==> config.mk <==
export PLATFORM = sky130hd
export DESIGN_NAME = pad_decoder
export DESIGN_NICKNAME = d
export VERILOG_FILES = /design/src/pad_pkg.sv /design/src/pad_sync.sv /design/src/pad_iomap.sv /design/src/pad_decoder.sv
export VERILOG_INCLUDE_DIRS = /design/src /design/src/src
export SDC_FILE = /design/constraint.sdc
export NUM_CORES = 1
export LEC_CHECK = 0
export BUFFER_PORTS_ARGS = -buffer_cell sky130_fd_sc_hd__clkbuf_2
export CORE_ASPECT_RATIO = 0.75
export CORE_MARGIN = 1
export CORE_UTILIZATION = 55
export DETAILED_ROUTE_END_ITERATION = 7
export PLACE_DENSITY = 0.78
export SYNTH_ARGS = -nofsm -noshare
export SYNTH_HDL_FRONTEND = slang
export SYNTH_SLANG_ARGS = --single-unit
==> constraint.sdc <==
create_clock -name clk -period 5.8 [get_ports clk]
set_input_delay 0.58 -clock clk [delete_from_list [all_inputs] [get_ports clk]]
set_output_delay 0.58 -clock clk [all_outputs]
set_load 0.01 [all_outputs]
==> src/pad_defs.svh <==
// Address map, field positions and timing counts for the processor address decoder.
`ifndef PAD_DEFS_SVH
`define PAD_DEFS_SVH

// Bus widths and size of each external space.
`define PAD_ADDR_W       16
`define PAD_DATA_W       8
`define PAD_SPACE_SIZE   65536

// Boundaries of the code space.
`define PAD_EPROM_TOP    16'h7FFF
`define PAD_CODE_RAM_LO  16'h8000

// Boundaries of the data space.
`define PAD_EEPROM_TOP   16'h7EFF
`define PAD_IO_PAGE      8'h7F
`define PAD_DATA_RAM_LO  16'h8000

// I/O window: bit 7 of the I/O address splits cardcage and front panel.
`define PAD_IO_HALF_BIT  7

// Address setup before a strobe, in ns, and the clock period in ns.
`define PAD_SETUP_NS     100
`define PAD_CLK_NS       100
`define PAD_SETUP_CYC    ((`PAD_SETUP_NS + `PAD_CLK_NS - 1) / `PAD_CLK_NS)

`endif

==> src/pad_pkg.sv <==
// Types and the address decode function shared by the decoder modules.
`include "pad_defs.svh"

package pad_pkg;

	// Kind of processor bus cycle.
	typedef enum logic [1:0] {
		PAD_K_FETCH = 2'h0,
		PAD_K_READ  = 2'h1,
		PAD_K_WRITE = 2'h2
	} pad_kind_t;

	// Device selected by an address.
	typedef enum logic [2:0] {
		PAD_T_NONE   = 3'h0,
		PAD_T_EPROM  = 3'h1,
		PAD_T_EEPROM = 3'h2,
		PAD_T_RAM    = 3'h3,
		PAD_T_IO     = 3'h4
	} pad_target_t;

	// Access sequencer states.
	typedef enum logic [3:0] {
		PAD_S_IDLE  = 4'h1,
		PAD_S_SETUP = 4'h2,
		PAD_S_ACT   = 4'h4,
		PAD_S_HOLD  = 4'h8
	} pad_state_t;

	// Maps a cycle kind and address onto exactly one device.
	function automatic pad_target_t pad_decode(
		input pad_kind_t                kind,
		input logic [`PAD_ADDR_W-1:0]   addr,
		input logic                     merged
	);
		pad_target_t t;
		t = PAD_T_NONE;
		if (kind == PAD_K_FETCH)
		begin
			if (merged && addr >= `PAD_CODE_RAM_LO)
				t = PAD_T_RAM;
			else
				t = PAD_T_EPROM;
		end
		else if (addr <= `PAD_EEPROM_TOP)
			t = PAD_T_EEPROM;
		else if (addr[15:8] == `PAD_IO_PAGE)
			t = PAD_T_IO;
		else
			t = PAD_T_RAM;
		return t;
	endfunction : pad_decode

endpackage : pad_pkg

==> src/pad_sync.sv <==
// Two flip-flop synchroniser for pin inputs.
`timescale 1ns/1ps

module pad_sync #(
	parameter int W = 1
) (
	// Clock and reset.
	input  wire logic         clk,
	input  wire logic         sys_rst,
	// Asynchronous level in, synchronised level out.
	input  wire logic [W-1:0] d,
	output logic      [W-1:0] q
);

	logic [W-1:0] meta_q;

	// First stage feeds only the second stage.
	always_ff @(posedge clk)
	begin
		if (sys_rst)
		begin
			meta_q <= '0;
			q      <= '0;
		end
		else
		begin
			meta_q <= d;
			q      <= meta_q;
		end
	end

endmodule : pad_sync

==> src/pad_iomap.sv <==
// Splits the I/O window into write-only cardcage and read/write front panel.
`timescale 1ns/1ps
`include "pad_defs.svh"

module pad_iomap (
	// Access in the I/O window.
	input  wire logic [7:0] io_addr,
	input  wire logic       is_wr,
	input  wire logic       is_rd,
	// Strobes toward the two halves.
	output logic            cage_wr,
	output logic            panel_wr,
	output logic            panel_rd
);

	wire upper = io_addr[`PAD_IO_HALF_BIT];

	// Cardcage takes writes only; a read of the lower half reaches no one.
	assign cage_wr  = is_wr & ~upper;
	assign panel_wr = is_wr & upper;
	assign panel_rd = is_rd & upper;

endmodule : pad_iomap

==> src/pad_decoder.sv <==
// Processor address decoder: memory selects and I/O bus bridge.
// How it works
// - Separate 64k code and data spaces, 16 lines.
// - Data space read/write; code space read only.
// - Strap input merges or separates upper halves.
// - Merged: fetch low half EPROM, upper RAM.
// - Separated: every fetch selects EPROM, never RAM.
// - Data 0000 to 7EFF selects EEPROM.
// - Data 8000 to FFFF selects RAM always.
// - I/O address is low byte of 7Fxx.
// - I/O data bit 0 LSB, bit 7 MSB.
// - Aliased I/O addresses act identically on ports.
// - Lower I/O half cardcage, write only.
// - Upper I/O half front panel, read/write.
`timescale 1ns/1ps
`include "pad_defs.svh"

module pad_decoder #(
	parameter int SETUP_CYC = `PAD_SETUP_CYC
) (
	// Clock and reset.
	input  wire logic                   clk,
	input  wire logic                   sys_rst,
	// Processor bus pins, strobes active low.
	input  wire logic [`PAD_ADDR_W-1:0] proc_addr,
	input  wire logic                   proc_rd_n,
	input  wire logic                   proc_wr_n,
	input  wire logic                   proc_psen_n,
	input  wire logic [`PAD_DATA_W-1:0] proc_data_i,
	output logic      [`PAD_DATA_W-1:0] proc_data_o,
	output logic                        proc_data_oe,
	// Space configuration strap, high merges the upper halves.
	input  wire logic                   cfg_merged,
	// Memory selects and strobes, active high.
	output logic                        eprom_sel,
	output logic                        eeprom_sel,
	output logic                        ram_sel,
	output logic                        mem_oe,
	output logic                        mem_we,
	// I/O bus.
	output logic      [7:0]             io_addr,
	input  wire logic [7:0]             io_data_i,
	output logic      [7:0]             io_data_o,
	output logic                        io_data_oe,
	output logic                        io_sel,
	output logic                        cage_wr,
	output logic                        panel_wr,
	output logic                        panel_rd
);

	// Synchronised pin levels.
	logic [`PAD_ADDR_W-1:0] addr_s;
	logic [`PAD_DATA_W-1:0] pdata_s;
	logic [7:0]             iodata_s;
	logic                   rd_s;
	logic                   wr_s;
	logic                   fetch_s;
	logic                   merged_s;

	// Sequencer and latched access.
	pad_pkg::pad_state_t    state_q;
	pad_pkg::pad_state_t    state_d;
	pad_pkg::pad_kind_t     kind_q;
	pad_pkg::pad_target_t   tgt_q;
	logic [`PAD_ADDR_W-1:0] addr_q;
	logic [`PAD_DATA_W-1:0] wdata_q;
	logic [3:0]             cnt_q;
	logic [3:0]             cnt_d;

	// Output registers.
	logic                   eprom_sel_q;
	logic                   eeprom_sel_q;
	logic                   ram_sel_q;
	logic                   io_sel_q;
	logic                   mem_oe_q;
	logic                   mem_we_q;
	logic [7:0]             io_addr_q;
	logic [7:0]             io_data_o_q;
	logic                   io_data_oe_q;
	logic                   cage_wr_q;
	logic                   panel_wr_q;
	logic                   panel_rd_q;
	logic [`PAD_DATA_W-1:0] proc_data_o_q;
	logic                   proc_data_oe_q;

	// Pins cross into the clock domain; strobes are inverted so reset reads idle.
	pad_sync #(.W(`PAD_ADDR_W)) u_sync_addr (
		.clk     (clk),
		.sys_rst (sys_rst),
		.d       (proc_addr),
		.q       (addr_s)
	);

	pad_sync #(.W(`PAD_DATA_W)) u_sync_pdata (
		.clk     (clk),
		.sys_rst (sys_rst),
		.d       (proc_data_i),
		.q       (pdata_s)
	);

	pad_sync #(.W(8)) u_sync_iodata (
		.clk     (clk),
		.sys_rst (sys_rst),
		.d       (io_data_i),
		.q       (iodata_s)
	);

	pad_sync #(.W(4)) u_sync_ctl (
		.clk     (clk),
		.sys_rst (sys_rst),
		.d       ({~proc_rd_n, ~proc_wr_n, ~proc_psen_n, cfg_merged}),
		.q       ({rd_s, wr_s, fetch_s, merged_s})
	);

	// Exactly one strobe marks a legal cycle; overlapping strobes are ignored.
	wire one_strobe = (rd_s ^ wr_s ^ fetch_s) & ~(rd_s & wr_s & fetch_s);
	wire any_strobe = rd_s | wr_s | fetch_s;

	// Kind of the cycle now strobed.
	wire pad_pkg::pad_kind_t kind_now = fetch_s ? pad_pkg::PAD_K_FETCH :
		(wr_s ? pad_pkg::PAD_K_WRITE : pad_pkg::PAD_K_READ);

	// Strobe of the latched kind still held by the processor.
	wire same_strobe = (kind_q == pad_pkg::PAD_K_FETCH) ? fetch_s :
		((kind_q == pad_pkg::PAD_K_WRITE) ? wr_s : rd_s);

	// Decode of the synchronised address over the full 16-bit space.
	wire pad_pkg::pad_target_t tgt_now =
		pad_pkg::pad_decode(kind_now, addr_s, merged_s);

	// Latched access properties.
	wire is_fetch = (kind_q == pad_pkg::PAD_K_FETCH);
	wire is_write = (kind_q == pad_pkg::PAD_K_WRITE);
	wire is_read  = (kind_q == pad_pkg::PAD_K_READ);
	wire in_setup = (state_q == pad_pkg::PAD_S_SETUP);
	wire in_act   = (state_q == pad_pkg::PAD_S_ACT);
	wire live     = in_setup | in_act;

	// One-hot target; only one device can ever be chosen.
	wire t_eprom  = (tgt_q == pad_pkg::PAD_T_EPROM);
	wire t_eeprom = (tgt_q == pad_pkg::PAD_T_EEPROM);
	wire t_ram    = (tgt_q == pad_pkg::PAD_T_RAM);
	wire t_io     = (tgt_q == pad_pkg::PAD_T_IO);

	// I/O half strobes, decided only from the page offset.
	wire io_wr_now = in_act & t_io & is_write;
	wire io_rd_now = in_act & t_io & is_read;
	wire cage_wr_d;
	wire panel_wr_d;
	wire panel_rd_d;

	// Every aliased offset of a port yields the same strobe.
	pad_iomap u_iomap (
		.io_addr  (addr_q[7:0]),
		.is_wr    (io_wr_now),
		.is_rd    (io_rd_now),
		.cage_wr  (cage_wr_d),
		.panel_wr (panel_wr_d),
		.panel_rd (panel_rd_d)
	);

	// Next values of the memory selects and strobes.
	wire eprom_sel_d  = live & t_eprom;
	wire eeprom_sel_d = live & t_eeprom;
	wire ram_sel_d    = live & t_ram;
	wire io_sel_d     = live & t_io;
	wire mem_oe_d     = in_act & ~t_io & ~is_write;
	// A fetch never writes, so the code space has no write path.
	wire mem_we_d     = in_act & ~t_io & is_write & ~is_fetch;

	// I/O bus address is the low byte of a 7Fxx data address.
	wire [7:0] io_addr_d = t_io ? addr_q[7:0] : io_addr_q;

	// Write data drives the I/O bus bit for bit, bit 0 as LSB.
	wire       io_data_oe_d = live & t_io & is_write;
	wire [7:0] io_data_o_d  = wdata_q;

	// Only front panel reads return data; the cardcage has no read path.
	wire                   proc_data_oe_d = panel_rd_d;
	wire [`PAD_DATA_W-1:0] proc_data_o_d  = panel_rd_d ? iodata_s : proc_data_o_q;

	// Sequencer: latch, address setup, strobe while held, then hold until every strobe is released.
	always_comb
	begin
		state_d = state_q;
		cnt_d   = cnt_q;
		unique case (state_q)
			pad_pkg::PAD_S_IDLE:
			begin
				cnt_d = 4'h0;
				if (one_strobe)
					state_d = pad_pkg::PAD_S_SETUP;
			end
			pad_pkg::PAD_S_SETUP:
			begin
				cnt_d = cnt_q + 4'h1;
				if (!same_strobe)
					state_d = pad_pkg::PAD_S_HOLD;
				else if (cnt_q + 4'h1 >= 4'(SETUP_CYC))
					state_d = pad_pkg::PAD_S_ACT;
			end
			pad_pkg::PAD_S_ACT:
			begin
				if (!same_strobe)
					state_d = pad_pkg::PAD_S_HOLD;
			end
			pad_pkg::PAD_S_HOLD:
			begin
				if (!any_strobe)
					state_d = pad_pkg::PAD_S_IDLE;
			end
			default:
			begin
				state_d = pad_pkg::PAD_S_IDLE;
			end
		endcase
	end

	// State and counter registers.
	always_ff @(posedge clk)
	begin
		if (sys_rst)
		begin
			state_q <= pad_pkg::PAD_S_IDLE;
			cnt_q   <= 4'h0;
		end
		else
		begin
			state_q <= state_d;
			cnt_q   <= cnt_d;
		end
	end

	// Access capture at the start of a cycle.
	always_ff @(posedge clk)
	begin
		if (sys_rst)
		begin
			kind_q  <= pad_pkg::PAD_K_READ;
			tgt_q   <= pad_pkg::PAD_T_NONE;
			addr_q  <= 16'h0000;
			wdata_q <= 8'h00;
		end
		else if (state_q == pad_pkg::PAD_S_IDLE && one_strobe)
		begin
			kind_q <= kind_now;
			tgt_q  <= tgt_now;
			addr_q <= addr_s;
		end
		else if (live && is_write)
			wdata_q <= pdata_s; // Follows the processor until its strobe ends.
	end

	// Memory select and strobe registers.
	always_ff @(posedge clk)
	begin
		if (sys_rst)
		begin
			eprom_sel_q  <= 1'b0;
			eeprom_sel_q <= 1'b0;
			ram_sel_q    <= 1'b0;
			io_sel_q     <= 1'b0;
			mem_oe_q     <= 1'b0;
			mem_we_q     <= 1'b0;
		end
		else
		begin
			eprom_sel_q  <= eprom_sel_d;
			eeprom_sel_q <= eeprom_sel_d;
			ram_sel_q    <= ram_sel_d;
			io_sel_q     <= io_sel_d;
			mem_oe_q     <= mem_oe_d;
			mem_we_q     <= mem_we_d;
		end
	end

	// I/O bus registers.
	always_ff @(posedge clk)
	begin
		if (sys_rst)
		begin
			io_addr_q    <= 8'h00;
			io_data_o_q  <= 8'h00;
			io_data_oe_q <= 1'b0;
			cage_wr_q    <= 1'b0;
			panel_wr_q   <= 1'b0;
			panel_rd_q   <= 1'b0;
		end
		else
		begin
			io_addr_q    <= io_addr_d;
			io_data_o_q  <= io_data_o_d;
			io_data_oe_q <= io_data_oe_d;
			cage_wr_q    <= cage_wr_d;
			panel_wr_q   <= panel_wr_d;
			panel_rd_q   <= panel_rd_d;
		end
	end

	// Read data back to the processor from the front panel.
	always_ff @(posedge clk)
	begin
		if (sys_rst)
		begin
			proc_data_o_q  <= 8'h00;
			proc_data_oe_q <= 1'b0;
		end
		else
		begin
			proc_data_o_q  <= proc_data_o_d;
			proc_data_oe_q <= proc_data_oe_d;
		end
	end

	// Outputs come straight from the registers.
	assign eprom_sel    = eprom_sel_q;
	assign eeprom_sel   = eeprom_sel_q;
	assign ram_sel      = ram_sel_q;
	assign io_sel       = io_sel_q;
	assign mem_oe       = mem_oe_q;
	assign mem_we       = mem_we_q;
	assign io_addr      = io_addr_q;
	assign io_data_o    = io_data_o_q;
	assign io_data_oe   = io_data_oe_q;
	assign cage_wr      = cage_wr_q;
	assign panel_wr     = panel_wr_q;
	assign panel_rd     = panel_rd_q;
	assign proc_data_o  = proc_data_o_q;
	assign proc_data_oe = proc_data_oe_q;

endmodule : pad_decoder

== Word-level counts from Yosys, hierarchy flattened ==
Cells that the tools add are included.
Widths: inputs -> output; s select.

* Magnitude comparators: 3
* Bitwise operators: 32
* Equality and inequality tests: 15
* Multiplexer cells: 15
* Reductions and logical operators: 8
* Add/sub/neg operators: 1

{| class="wikitable"
|+ Operators with widths
! kind !! number
|-
| $mux 4 || 5
|-
| $and 1x1->1 || 18
|-
| $ge 16x16->1 const B || 1
|-
| $le 16x15->1 const B || 1
|-
| $pmux 4 s4 || 1
|-
| $mux 3 || 3
|-
| $not 1->1 || 9
|-
| $eq 8x7->1 const B || 1
|-
| $pmux 4 s2 || 1
|-
| $eq 3x2->1 const B || 2
|-
| $mux 2 || 3
|-
| $ne 2x2->1 const B || 3
|-
| $add 4x1->4 const B || 1
|-
| $eq 4x1->1 const B || 1
|-
| $eq 4x2->1 const B || 1
|-
| $eq 4x3->1 const B || 1
|-
| $eq 4x4->1 const B || 1
|-
| $ge 4x1->1 const B || 1
|-
| $logic_not 2->1 || 2
|-
| $reduce_and 4->1 || 1
|-
| $eq 3x1->1 const B || 1
|-
| $eq 3x3->1 const B || 1
|-
| $logic_and 1x1->1 || 3
|-
| $ne 3x2->1 const B || 1
|-
| 7 further kinds || 11
|}

* Flip-flop bits (word level): 135
* Word-level logic and storage cells: 101
* Bits of input ports: 38

== Logic depth before layout (Yosys ltp) ==
Gate-level depths: netlist of the first run.

* Word-level depth: 7
* Gate-level depth with buffers: 7
* Mapped depth without buffers: 7

== By module ==
Synthesis of the first run repeated with hierarchy kept, for this count alone.

* Cells, all modules: 403
* Area, all modules: 4,473.0 µm²

{| class="wikitable"
|+ Modules (own cells, without submodules)
! module !! cells each !! seq. area each (µm²) !! area each (µm²) !! instances
|-
| pad_decoder || 251 || 1,261.2 || 2,447.3 || 1
|-
| pad_sync at u_sync_iodata ... || 33 || 320.3 || 464.2 || 2
|-
| pad_sync at u_sync_addr || 67 || 640.6 || 863.3 || 1
|-
| pad_sync at u_sync_ctl || 16 || 160.2 || 210.2 || 1
|-
| pad_iomap || 3 || 0.0 || 23.8 || 1
|}

== Worst setup path before layout of the first run ==
OpenSTA, ideal clock, no wires.

* Path kind: reg-to-reg
* Start: register u_sync_ctl.q[2]
* End: register addr_q[4]
* Arrival: 1.727 ns
* Setup time: 0.128 ns
* Cell stages (with the launch flop): 8
* Setup slack: 3.945 ns
* Path through: dfxtp_1 inv_1 ha_1 nor2b_1 o21ai_1 buf_2 mux2i_1 nor2_1

* Longest elaborated chain between the ends: 5
* Elaborated cells between the ends (all ways): 7
* Those cells by class: 6 x bitwise; 1 x reduce/logical

{| class="wikitable"
|+ RTL lines
! what !! RTL line !! RTL
|-
| start: declaration || pad_sync.sv:12 || <nowiki>output logic [W-1:0] q</nowiki>
|-
| start signal: assignment || pad_sync.sv:28 || <nowiki>q <= meta_q;</nowiki>
|-
| $and 1x1->1 (2 in series) || pad_decoder.sv:116 || <nowiki>wire one_strobe = (rd_s ^ wr_s ^ fetch_s) & ~(rd_s & wr_s & fetch_s);</nowiki>
|-
| $not 1->1 || pad_decoder.sv:116 ||
|-
| $and 1x1->1 * || pad_decoder.sv:116 ||
|-
| $logic_and 1x1->1 * || pad_decoder.sv:244 || <nowiki>else if (state_q == pad_pkg::PAD_S_IDLE && one_strobe)</nowiki>
|-
| end signal: assignment || pad_decoder.sv:248 || <nowiki>addr_q <= addr_s;</nowiki>
|-
| end: declaration || pad_decoder.sv:65 || <nowiki>logic [`PAD_ADDR_W-1:0] addr_q;</nowiki>
|}

Mark *: on every way between the ends. The rest lies on a longest branch, timed or not.
A chain may end at the register's enable or synchronous reset.

== Worst setup path after layout of the first run ==
* Start: register tgt_q[2]
* End: register proc_data_o_q[0] (netlist: proc_data_o[0])

* Longest elaborated chain between the ends: 4

{| class="wikitable"
|+ RTL lines
! what !! RTL line !! RTL
|-
| start: declaration || pad_decoder.sv:64 || <nowiki>pad_pkg::pad_target_t tgt_q;</nowiki>
|-
| start signal: assignment || pad_decoder.sv:240 || <nowiki>tgt_q <= pad_pkg::PAD_T_NONE;</nowiki>
|-
| start signal: assignment || pad_decoder.sv:247 || <nowiki>tgt_q <= tgt_now;</nowiki>
|-
| $eq 3x3->1 || pad_decoder.sv:143 || <nowiki>wire t_io = (tgt_q == pad_pkg::PAD_T_IO);</nowiki>
|-
| $and 1x1->1 (2 in series) || pad_decoder.sv:147 || <nowiki>wire io_rd_now = in_act & t_io & is_read;</nowiki>
|-
| $and 1x1->1 || pad_iomap.sv:21 || <nowiki>assign panel_rd = is_rd & upper;</nowiki>
|-
| end signal: assignment || pad_decoder.sv:310 || <nowiki>proc_data_o_q <= proc_data_o_d;</nowiki>
|-
| end: declaration || pad_decoder.sv:83 || <nowiki>logic [`PAD_DATA_W-1:0] proc_data_o_q;</nowiki>
|}

No other way between the ends.

==> results of run 1 <==
==> cell usage after synthesis (2+ instances only) <==
library cell | n | area, sq um
a21oi_1 | 14 | 70.1
a22oi_1 | 2 | 15.0
a311oi_1 | 2 | 17.5
and2_1 | 3 | 18.8
buf_1 | 2 | 7.51
buf_2 | 3 | 15.0
buf_4 | 3 | 22.5
clkbuf_1 | 11 | 41.3
dfxtp_1 | 135 | 2700
ha_1 | 4 | 50.1
inv_1 | 5 | 18.8
mux2i_1 | 25 | 250
nand2_1 | 24 | 90.1
nand4_1 | 2 | 12.5
nor2_1 | 44 | 165
nor2b_1 | 84 | 526
nor3_1 | 9 | 45.0
nor3b_1 | 2 | 15.0
o21ai_1 | 2 | 10.0
==> cell usage in the layout, fill, tap and decap left out, types with 2 or more instances in the layout <==
cell,instances
nand2_1,24
o21ai_1,2
clkinv_4,3
nand4_1,2
buf_4,3
clkinv_2,3
a22oi_1,2
nor2b_1,84
clkbuf_2,71
and2_1,3
nor3_1,9
inv_6,7
nor3b_1,2
clkbuf_16,16
a21oi_1,14
inv_1,5
a311oi_1,2
mux2i_1,25
ha_1,4
nor2_1,44
dfxtp_1,135
==> cell type report <==
class,count,area share [%]
clock inverters,15,2.64
inverters,5,0.354
multi-input cells,240,28.8
repair buffers,74,7.12
flip-flops and latches,135,50.9
clock buffers,17,7.80
well taps,101,2.38
==> worst register-to-register path, delay by kind of cell (launching register included) <==
kind | cells | cell delay (ns)
simple gates | 4 | 1.48
flops | 1 | 0.38
mux | 1 | 0.27
==> power by group <==
part / leakage (nW) / internal, mW / switching, mW / total (mW)
combinational: 0.996 / 0.0996 / 0.0997 / 0.199
clock: 0.274 / 0.576 / 0.412 / 0.988
sequential: 1.10 / 0.971 / 0.0371 / 1.01
==> layer usage <==
metal / share of wire, % / wire, microns
met1: 49 / 3520
met2: 44 / 3150
met3: 5.8 / 416
met4: 0.42 / 30
met5: 0 / 0
==> sequential cells by signal, summed over array words and instances (netlist names), 2 cells and up <==
name	count
u_sync_addr.q	16
u_sync_iodata.meta_q	8
tgt_q	3
io_data_o_d	8
u_sync_iodata.q	8
u_sync_ctl.q	4
u_sync_pdata.q	8
kind_q	2
io_data_o	8
io_addr	8
addr_q	8
u_sync_ctl.meta_q	4
u_sync_pdata.meta_q	8
u_sync_addr.meta_q	16
proc_data_o	8
cnt_q	4
state_q	4
==> final timing paths <==
| path | endpoint | slack (ns) | cells after the start |
|---|---|---|---|
| worst max-delay path | proc_data_o[0] | 3.53 | 5 |
| worst min-delay path | u_sync_ctl.meta_q[2] | 0.22 | 2 |
| worst max register to register | proc_data_o[0] | 3.53 | 5 |
| worst min register to register | u_sync_iodata.q[7] | 0.43 | 1 |
==> metrics by stage <==
| step | setup slack [ns] | cell area, sq um | hold slack (ns) | power, mW | util (%) |
|---|---|---|---|---|---|
| after floorplan | 3.94 | 4330 | 0.414 | 1.17 | - |
| after global placement | 3.62 | 4750 | 0.417 | 1.22 | 63.4 |
| after detailed placement | 3.58 | 4750 | 0.423 | 1.23 | 63.4 |
| after CTS | 3.50 | 5310 | 0.199 | 2.21 | 70.8 |
| after global routing | 3.41 | 5310 | 0.202 | 2.29 | 70.8 |
| final | 3.53 | 5310 | 0.216 | 2.20 | 70.8 |
==> kinds of logic (layout without fill, tap and decap cells) <==
| group | Yosys count | count (layout) | share of synthesized area [%] |
|---|---|---|---|
| buffers and inverters | 24 | 111 | 2.42 |
| AO/OA/AOI/OAI | 27 | 27 | 4.39 |
| flip-flops | 135 | 135 | 62.4 |
| adder cells (fa/ha/maj) | 4 | 4 | 1.15 |
| multiplexers | 25 | 25 | 5.77 |
| AND/OR/NAND/NOR | 184 | 184 | 23.9 |
==> summary.md, run 1 <==
| Metric | Value |
|---|---|
| Met1 GRT Util | `approximately a quarter` |
| Global-route wire length before repair | `12200 microns` |
| WL final | `7120 microns` |
| Crit-path cells | `nor3b_4, nand2_1, or4_1, mux2i_1, nor2_1` |
| HPWL after DPL | `around 4500 microns` |
| Initial Util | `just under 60%` |
| Crit Path Max Fanout | `10` |
| Syn Area/Cell | `10.9 sq um` |
| Mapped cell area | `around 4300 sq um` |
| #FFs+latches synth | `135` |
| Htree depth | `4` |
| CP peak stage delay | `approximately 0.75 ns` |
| DIE WIDTH | `approximately 100 microns` |
| TritonCTS clock tree | `yes` |
| Post-synth EDFFs | `0` |
| Clk_skew | `just over 0.009 ns` |
| Worst min path class | `in -> reg` |
| Fill cells | `around 550` |
| Resized Gates After CTS | `0` |
| Initial antenna violation count | `0` |
| Initial drt markers | `116` |
| Max-capacitance violation count | `0` |
| Cell row count | `27` |
| Layout area overhead | `22.4%` |
| Worst path bufs/invs | `0` |
| Total negative setup slack | `0 ns` |
| Post-Syn Instances | `~400` |
| CTS Buffer Depth | `2` |
| Post-DR wirelength/cell | `~12 microns` |
| Total congestion overflow | `0` |
| Top FF cell, synth | `dfxtp_1` |
| Placed insts | `around 560` |
| PwrDens | `414 nW/um^2` |
| HP Start | `proc_wr_n` |
| Min cycle time layout | `between 2 and 2.5 ns` |
| Num CTS Buffers | `17` |
| CP top delay family | `simple AND/OR/NAND/NOR gates` |
| Reg-to-reg critical path startpoint | `tgt_q[2]` |
| Vias in the first global route | `around 2700` |
| Core Area | `~7500 sq um` |
| Netlist cell types | `42` |
| Synth warn | `0` |
| Critical Path AT | `roughly 2.6 ns` |
| Clock latency on the worst-skew pair | `0.51 ns` |
| Actual slew at the worst max-slew pin | `between 0.7 and 0.8 ns` |
| Kind of critical path | `reg -> reg` |
| Critical path launch point | `tgt_q[2]` |
| Max Freq | `about 0.44 GHz` |
| Final Hold Fails | `0` |
| Pin count of the biggest net entering global routing | `84` |
| Worst Path Required | `about 6.2 ns` |
| Synthesized net count | `around 440` |
| Static leakage | `between 2 and 2.5 nW` |
| Post-CTS Setup Repair Bufs | `0` |
| Slowest cell on crit path | `or4_1` |
| Total track usage | `around a fifth` |
| Share of post-route cells with drive strength above 1 | `around a quarter` |
| Total die area | `slightly above 8000 sq um` |
| Outcome | `completed` |
| TritonCTS Sinks | `~140` |
| Io pins | `73` |
| Fin nets | `515` |
| Vias | `2793` |
| Unrepaired setup endpoints after global routing | `no` |
| Grt met2 use | `between 20% and 30%` |
| Period utilisation layout | `about two fifths` |
| Antenna-violating nets left | `0` |
| Footprint of the multi-input gates | `between 1500 and 2000 sq um` |
| Sequential Area | `approximately 2700 sq um` |
| Async S/R FF share, synth | `0%` |
| Hold-fix buffers, CTS | `0` |
| GR peak layer | `met2` |
| Slew Limit Headroom | `between 40% and 50%` |
| Sequential share of the synthesized area | `62.4%` |
| M3 GR Usage | `6.65%` |
| Startpoint types | `flop` |
| Setup violators final | `0` |
| Crit. End Element | `flop` |
| Peak VDD IR | `approximately 0.21 mV` |
| Global placement routability congestion | `roughly 0.87` |
| Reg clk slew, reported paths | `about 0.060 ns` |
| Via density | `4.76` |
| First-pass iteration count of the detailed router | `4` |
| Fin. max-slew vios | `0` |
| Finished Layout Cells | `587` |
| Input/output buffers | `a little over 70` |
| DRC | `0` |
| Die Y | `around 80 microns` |
| CTS root buffer | `clkbuf_8` |
| N_diodes | `0` |
Power figures use the tool's default switching activity.
==> run 2: changes to the inputs <==
--- a/config.mk
+++ b/config.mk
@@ -6,6 +6,7 @@
 export SDC_FILE = /design/constraint.sdc
 export NUM_CORES = 1
 export LEC_CHECK = 0
+export ABC_AREA = 1
 export BUFFER_PORTS_ARGS = -buffer_cell sky130_fd_sc_hd__clkbuf_2
 export CORE_ASPECT_RATIO = 0.75
 export CORE_MARGIN = 1
==> constraint.sdc (replaced) <==
create_clock -name clk -period 2.14 [get_ports clk]
set_input_delay 0.214 -clock clk [delete_from_list [all_inputs] [get_ports clk]]
set_output_delay 0.214 -clock clk [all_outputs]
set_load 0.01 [all_outputs]
==> summary.md, run 2 <==
| Metric | Value |
|---|---|
| Outcome | `completed (unchanged)` |
| Post-CTS Setup Repair Bufs | `0 (unchanged)` |
| Placed insts | `693 (was 555)` |
| Post-synth top area cell | `dfxtp_1 (unchanged)` |
| Die Y | `80.4 microns (was 78.9 microns)` |
| Total congestion overflow | `0 (unchanged)` |
| Worst Path Required | `2.54 ns (was 6.16 ns)` |
| Vias in the first global route | `3422 (was 2661)` |
| Slowest cell on crit path | `dfxtp_1 (was or4_1)` |
| CTS Buffer Depth | `2 (unchanged)` |
| Fin nets | `685 (was 515)` |
| Largest regs | `u_sync_addr.meta_q (16), u_sync_addr.q (16) (unchanged)` |
| #FFs+latches synth | `135 (unchanged)` |
| Pin count of the biggest net entering global routing | `94 (was 84)` |
| Worst min path class | `in -> reg (unchanged)` |
| Reg clk slew, reported paths | `0.06 ns (about the same)` |
| Share of post-route cells with drive strength above 1 | `19.5% (was 23.7%)` |
| Critical Path AT | `2.33 ns (was 2.63 ns)` |
| Period utilisation layout | `89.9% (was 39.1%)` |
| Power, Total | `6.62 mW (was 2.20 mW)` |
| Initial drt markers | `137 (was 116)` |
| Cell row count | `28 (was 27)` |
| Layout area overhead | `30.5% (was 22.4%)` |
| DRC | `0 (unchanged)` |
| Peak VDD IR | `0.547 mV (was 0.211 mV)` |
| Unrepaired setup endpoints after global routing | `no (unchanged)` |
| Synthesized net count | `575 (was 441)` |
| Finished Layout Cells | `760 (was 587)` |
| Leading cell type in the layout, fill and taps excluded | `dfxtp_1 (unchanged)` |
| Global-route wire length before repair | `14700 microns (was 12200 microns)` |
| HP Start | `sys_rst (was proc_wr_n)` |
| Syn Area/Cell | `8.45 sq um (was 10.9 sq um)` |
| Num CTS Buffers | `17 (unchanged)` |
| Worst path bufs/invs | `2 (was 0)` |
| Htree depth | `4 (unchanged)` |
| Top-area cell type share of the netlist area | `60.0% (was 62.4%)` |
| Startpoint types | `flop (unchanged)` |
| CP peak stage delay | `0.41 ns (was 0.75 ns)` |
| First-pass iteration count of the detailed router | `5 (was 4)` |
| Count leader, synth | `dfxtp_1 (unchanged)` |
| Final Hold Fails | `0 (unchanged)` |
| Hold-fix buffers, CTS | `36 (was 0)` |
| TritonCTS clock tree | `yes (unchanged)` |
| Crit. End Element | `flop (unchanged)` |
| Critical path launch point | `u_sync_ctl.q[2] (was tgt_q[2])` |
| Crit-path cells | `inv_1, ha_1, nand2_1, nand3_4, nor2_4, inv_2, o21ai_0, a21oi_1 (was nor3b_4, nand2_1, or4_1, mux2i_1, nor2_1)` |
| Slew Limit Headroom | `40.0% (was 49.3%)` |
| Input/output buffers | `72 (unchanged)` |
| Post-synth EDFFs | `0 (unchanged)` |
| Antenna-violating nets left | `0 (unchanged)` |
| Reg-to-reg critical path startpoint | `u_sync_ctl.q[2] (was tgt_q[2])` |
| Crit Path Max Fanout | `17 (was 10)` |
| N_diodes | `0 (unchanged)` |
| Commonest cells after routing, fill and taps aside | `135 x dfxtp_1, 125 x nor2_1, 108 x inv_1 (was 135 x dfxtp_1, 84 x nor2b_1, 71 x clkbuf_2)` |
| Post-DR wirelength/cell | `11.5 microns (was 12.1 microns)` |
| Mapped cell area | `4500 sq um (was 4330 sq um)` |
| TritonCTS Sinks | `135 (unchanged)` |
| Max Freq | `0.520 GHz (was 0.441 GHz)` |
| Clk_skew | `0.0139 ns (was 0.00920 ns)` |
| Post-Syn Instances | `533 (was 399)` |
| Top FF cell, synth | `dfxtp_1 (unchanged)` |
| Netlist cell types | `33 (was 42)` |
| Core Area | `7920 sq um (was 7500 sq um)` |
| WL final | `8780 microns (was 7120 microns)` |
| Synth warn | `0 (unchanged)` |
| Total track usage | `22.7% (was 19.2%)` |
| CTS root buffer | `clkbuf_8 (unchanged)` |
| Initial Util | `56.9% (was 57.8%)` |
| PwrDens | `1130 nW/um^2 (was 414 nW/um^2)` |
| Total die area | `8560 sq um (was 8240 sq um)` |
| Resized Gates After CTS | `0 (unchanged)` |
| Fill cells | `528 (was 551)` |
| Vias | `3465 (was 2793)` |
| Io pins | `73 (unchanged)` |
| Max-capacitance violation count | `0 (unchanged)` |
| Clock latency on the worst-skew pair | `0.53 ns (was 0.51 ns)` |
| Top cells by count, synth | `135 x dfxtp_1, 125 x nor2_1, 108 x inv_1 (was 135 x dfxtp_1, 84 x nor2b_1, 44 x nor2_1)` |
| HPWL after DPL | `4870 microns (was 4520 microns)` |
| Setup violators final | `0 (unchanged)` |
| Actual slew at the worst max-slew pin | `0.900 ns (was 0.761 ns)` |
| Synth top area cells | `dfxtp_1 60%, nor2_1 10%, inv_1 9.0% (was dfxtp_1 62%, nor2b_1 12%, mux2i_1 5.8%)` |
| Initial antenna violation count | `0 (unchanged)` |
| Static leakage | `2.77 nW (was 2.38 nW)` |
| Kind of critical path | `reg -> reg (unchanged)` |
| Via density | `4.56 (was 4.76)` |
| Fin. max-slew vios | `0 (unchanged)` |
| DIE WIDTH | `106 microns (was 105 microns)` |
| Sequential share of the synthesized area | `60.0% (was 62.4%)` |
| Global placement routability congestion | `0.808 (was 0.871)` |
| Total negative setup slack | `0 ns (unchanged)` |
| Async S/R FF share, synth | `0% (unchanged)` |
| Min cycle time layout | `1.92 ns (was 2.27 ns)` |
| CP top delay family | `simple AND/OR/NAND/NOR gates (unchanged)` |
## run 2: cells by family (layout without fill, tap and decap cells)
kind of cell / after synthesis / after routing / synth area share (%)
AOI/OAI and AO/OA: 67 / 67 / 8.11
adders and majority gates: 4 / 4 / 1.11
buffers and inverters: 134 / 256 / 12.2
DFF: 135 / 135 / 60.0
and+or+nand+nor: 193 / 193 / 18.6
## run 2: cell type report
type	count	area [sq um]	share of cell area (%)
Sequential cell	135	2700	46.0
Multi-Input combinational cell	264	1250	21.3
Timing Repair Buffer	111	743	12.6
Clock buffer	20	445	7.58
Inverter	114	430	7.33
Clock inverter	11	171	2.92
Tap cell	105	131	2.24
## run 2: path summary, 6_finish.rpt
| path | endpoint | slack [ns] | depth (start not counted) |
|---|---|---|---|
| worst min register to register | u_sync_pdata.q[5] | 0.40 | 2 |
| worst max-delay path | addr_q[7] | 0.22 | 8 |
| worst min-delay path | state_q[3] | 0.05 | 4 |
| worst max register to register | addr_q[7] | 0.22 | 8 |
## run 2: power by group
group | switching [mW] | total (mW) | leakage (nW) | internal [mW]
Combinational | 0.528 | 0.820 | 1.36 | 0.292
Sequential | 0.102 | 2.81 | 1.11 | 2.71
Clock | 1.04 | 2.99 | 0.298 | 1.95
Total | 1.67 | 6.62 | 2.77 | 4.95
## run 2: per-layer routing
metal | routed length, microns | global-route usage [%]
met5 | 0 | 0
met4 | 198 | 13.7
met3 | 467 | 6.66
met2 | 4300 | 40.5
met1 | 3810 | 24.0
## run 2: stage by stage
stage | utilization, % | hold WS (ns) | setup slack [ns] | cell area (sq um)
after floorplan | - | 0.286 | 0.656 | 4500
after global routing | 74.2 | 0.0772 | 0.0884 | 5880
final | 74.2 | 0.0535 | 0.215 | 5880
after CTS | 74.2 | 0.0318 | 0.234 | 5880
after global placement | 61.9 | 0.375 | 0.423 | 4900
after detailed placement | 61.9 | 0.375 | 0.273 | 4900
## run 2: tightest hold or removal path, cell delays in order
cell and delay (ns):
buf_2 0.09, inv_1 0.09, nand2_1 0.09, nor2_1 0.04
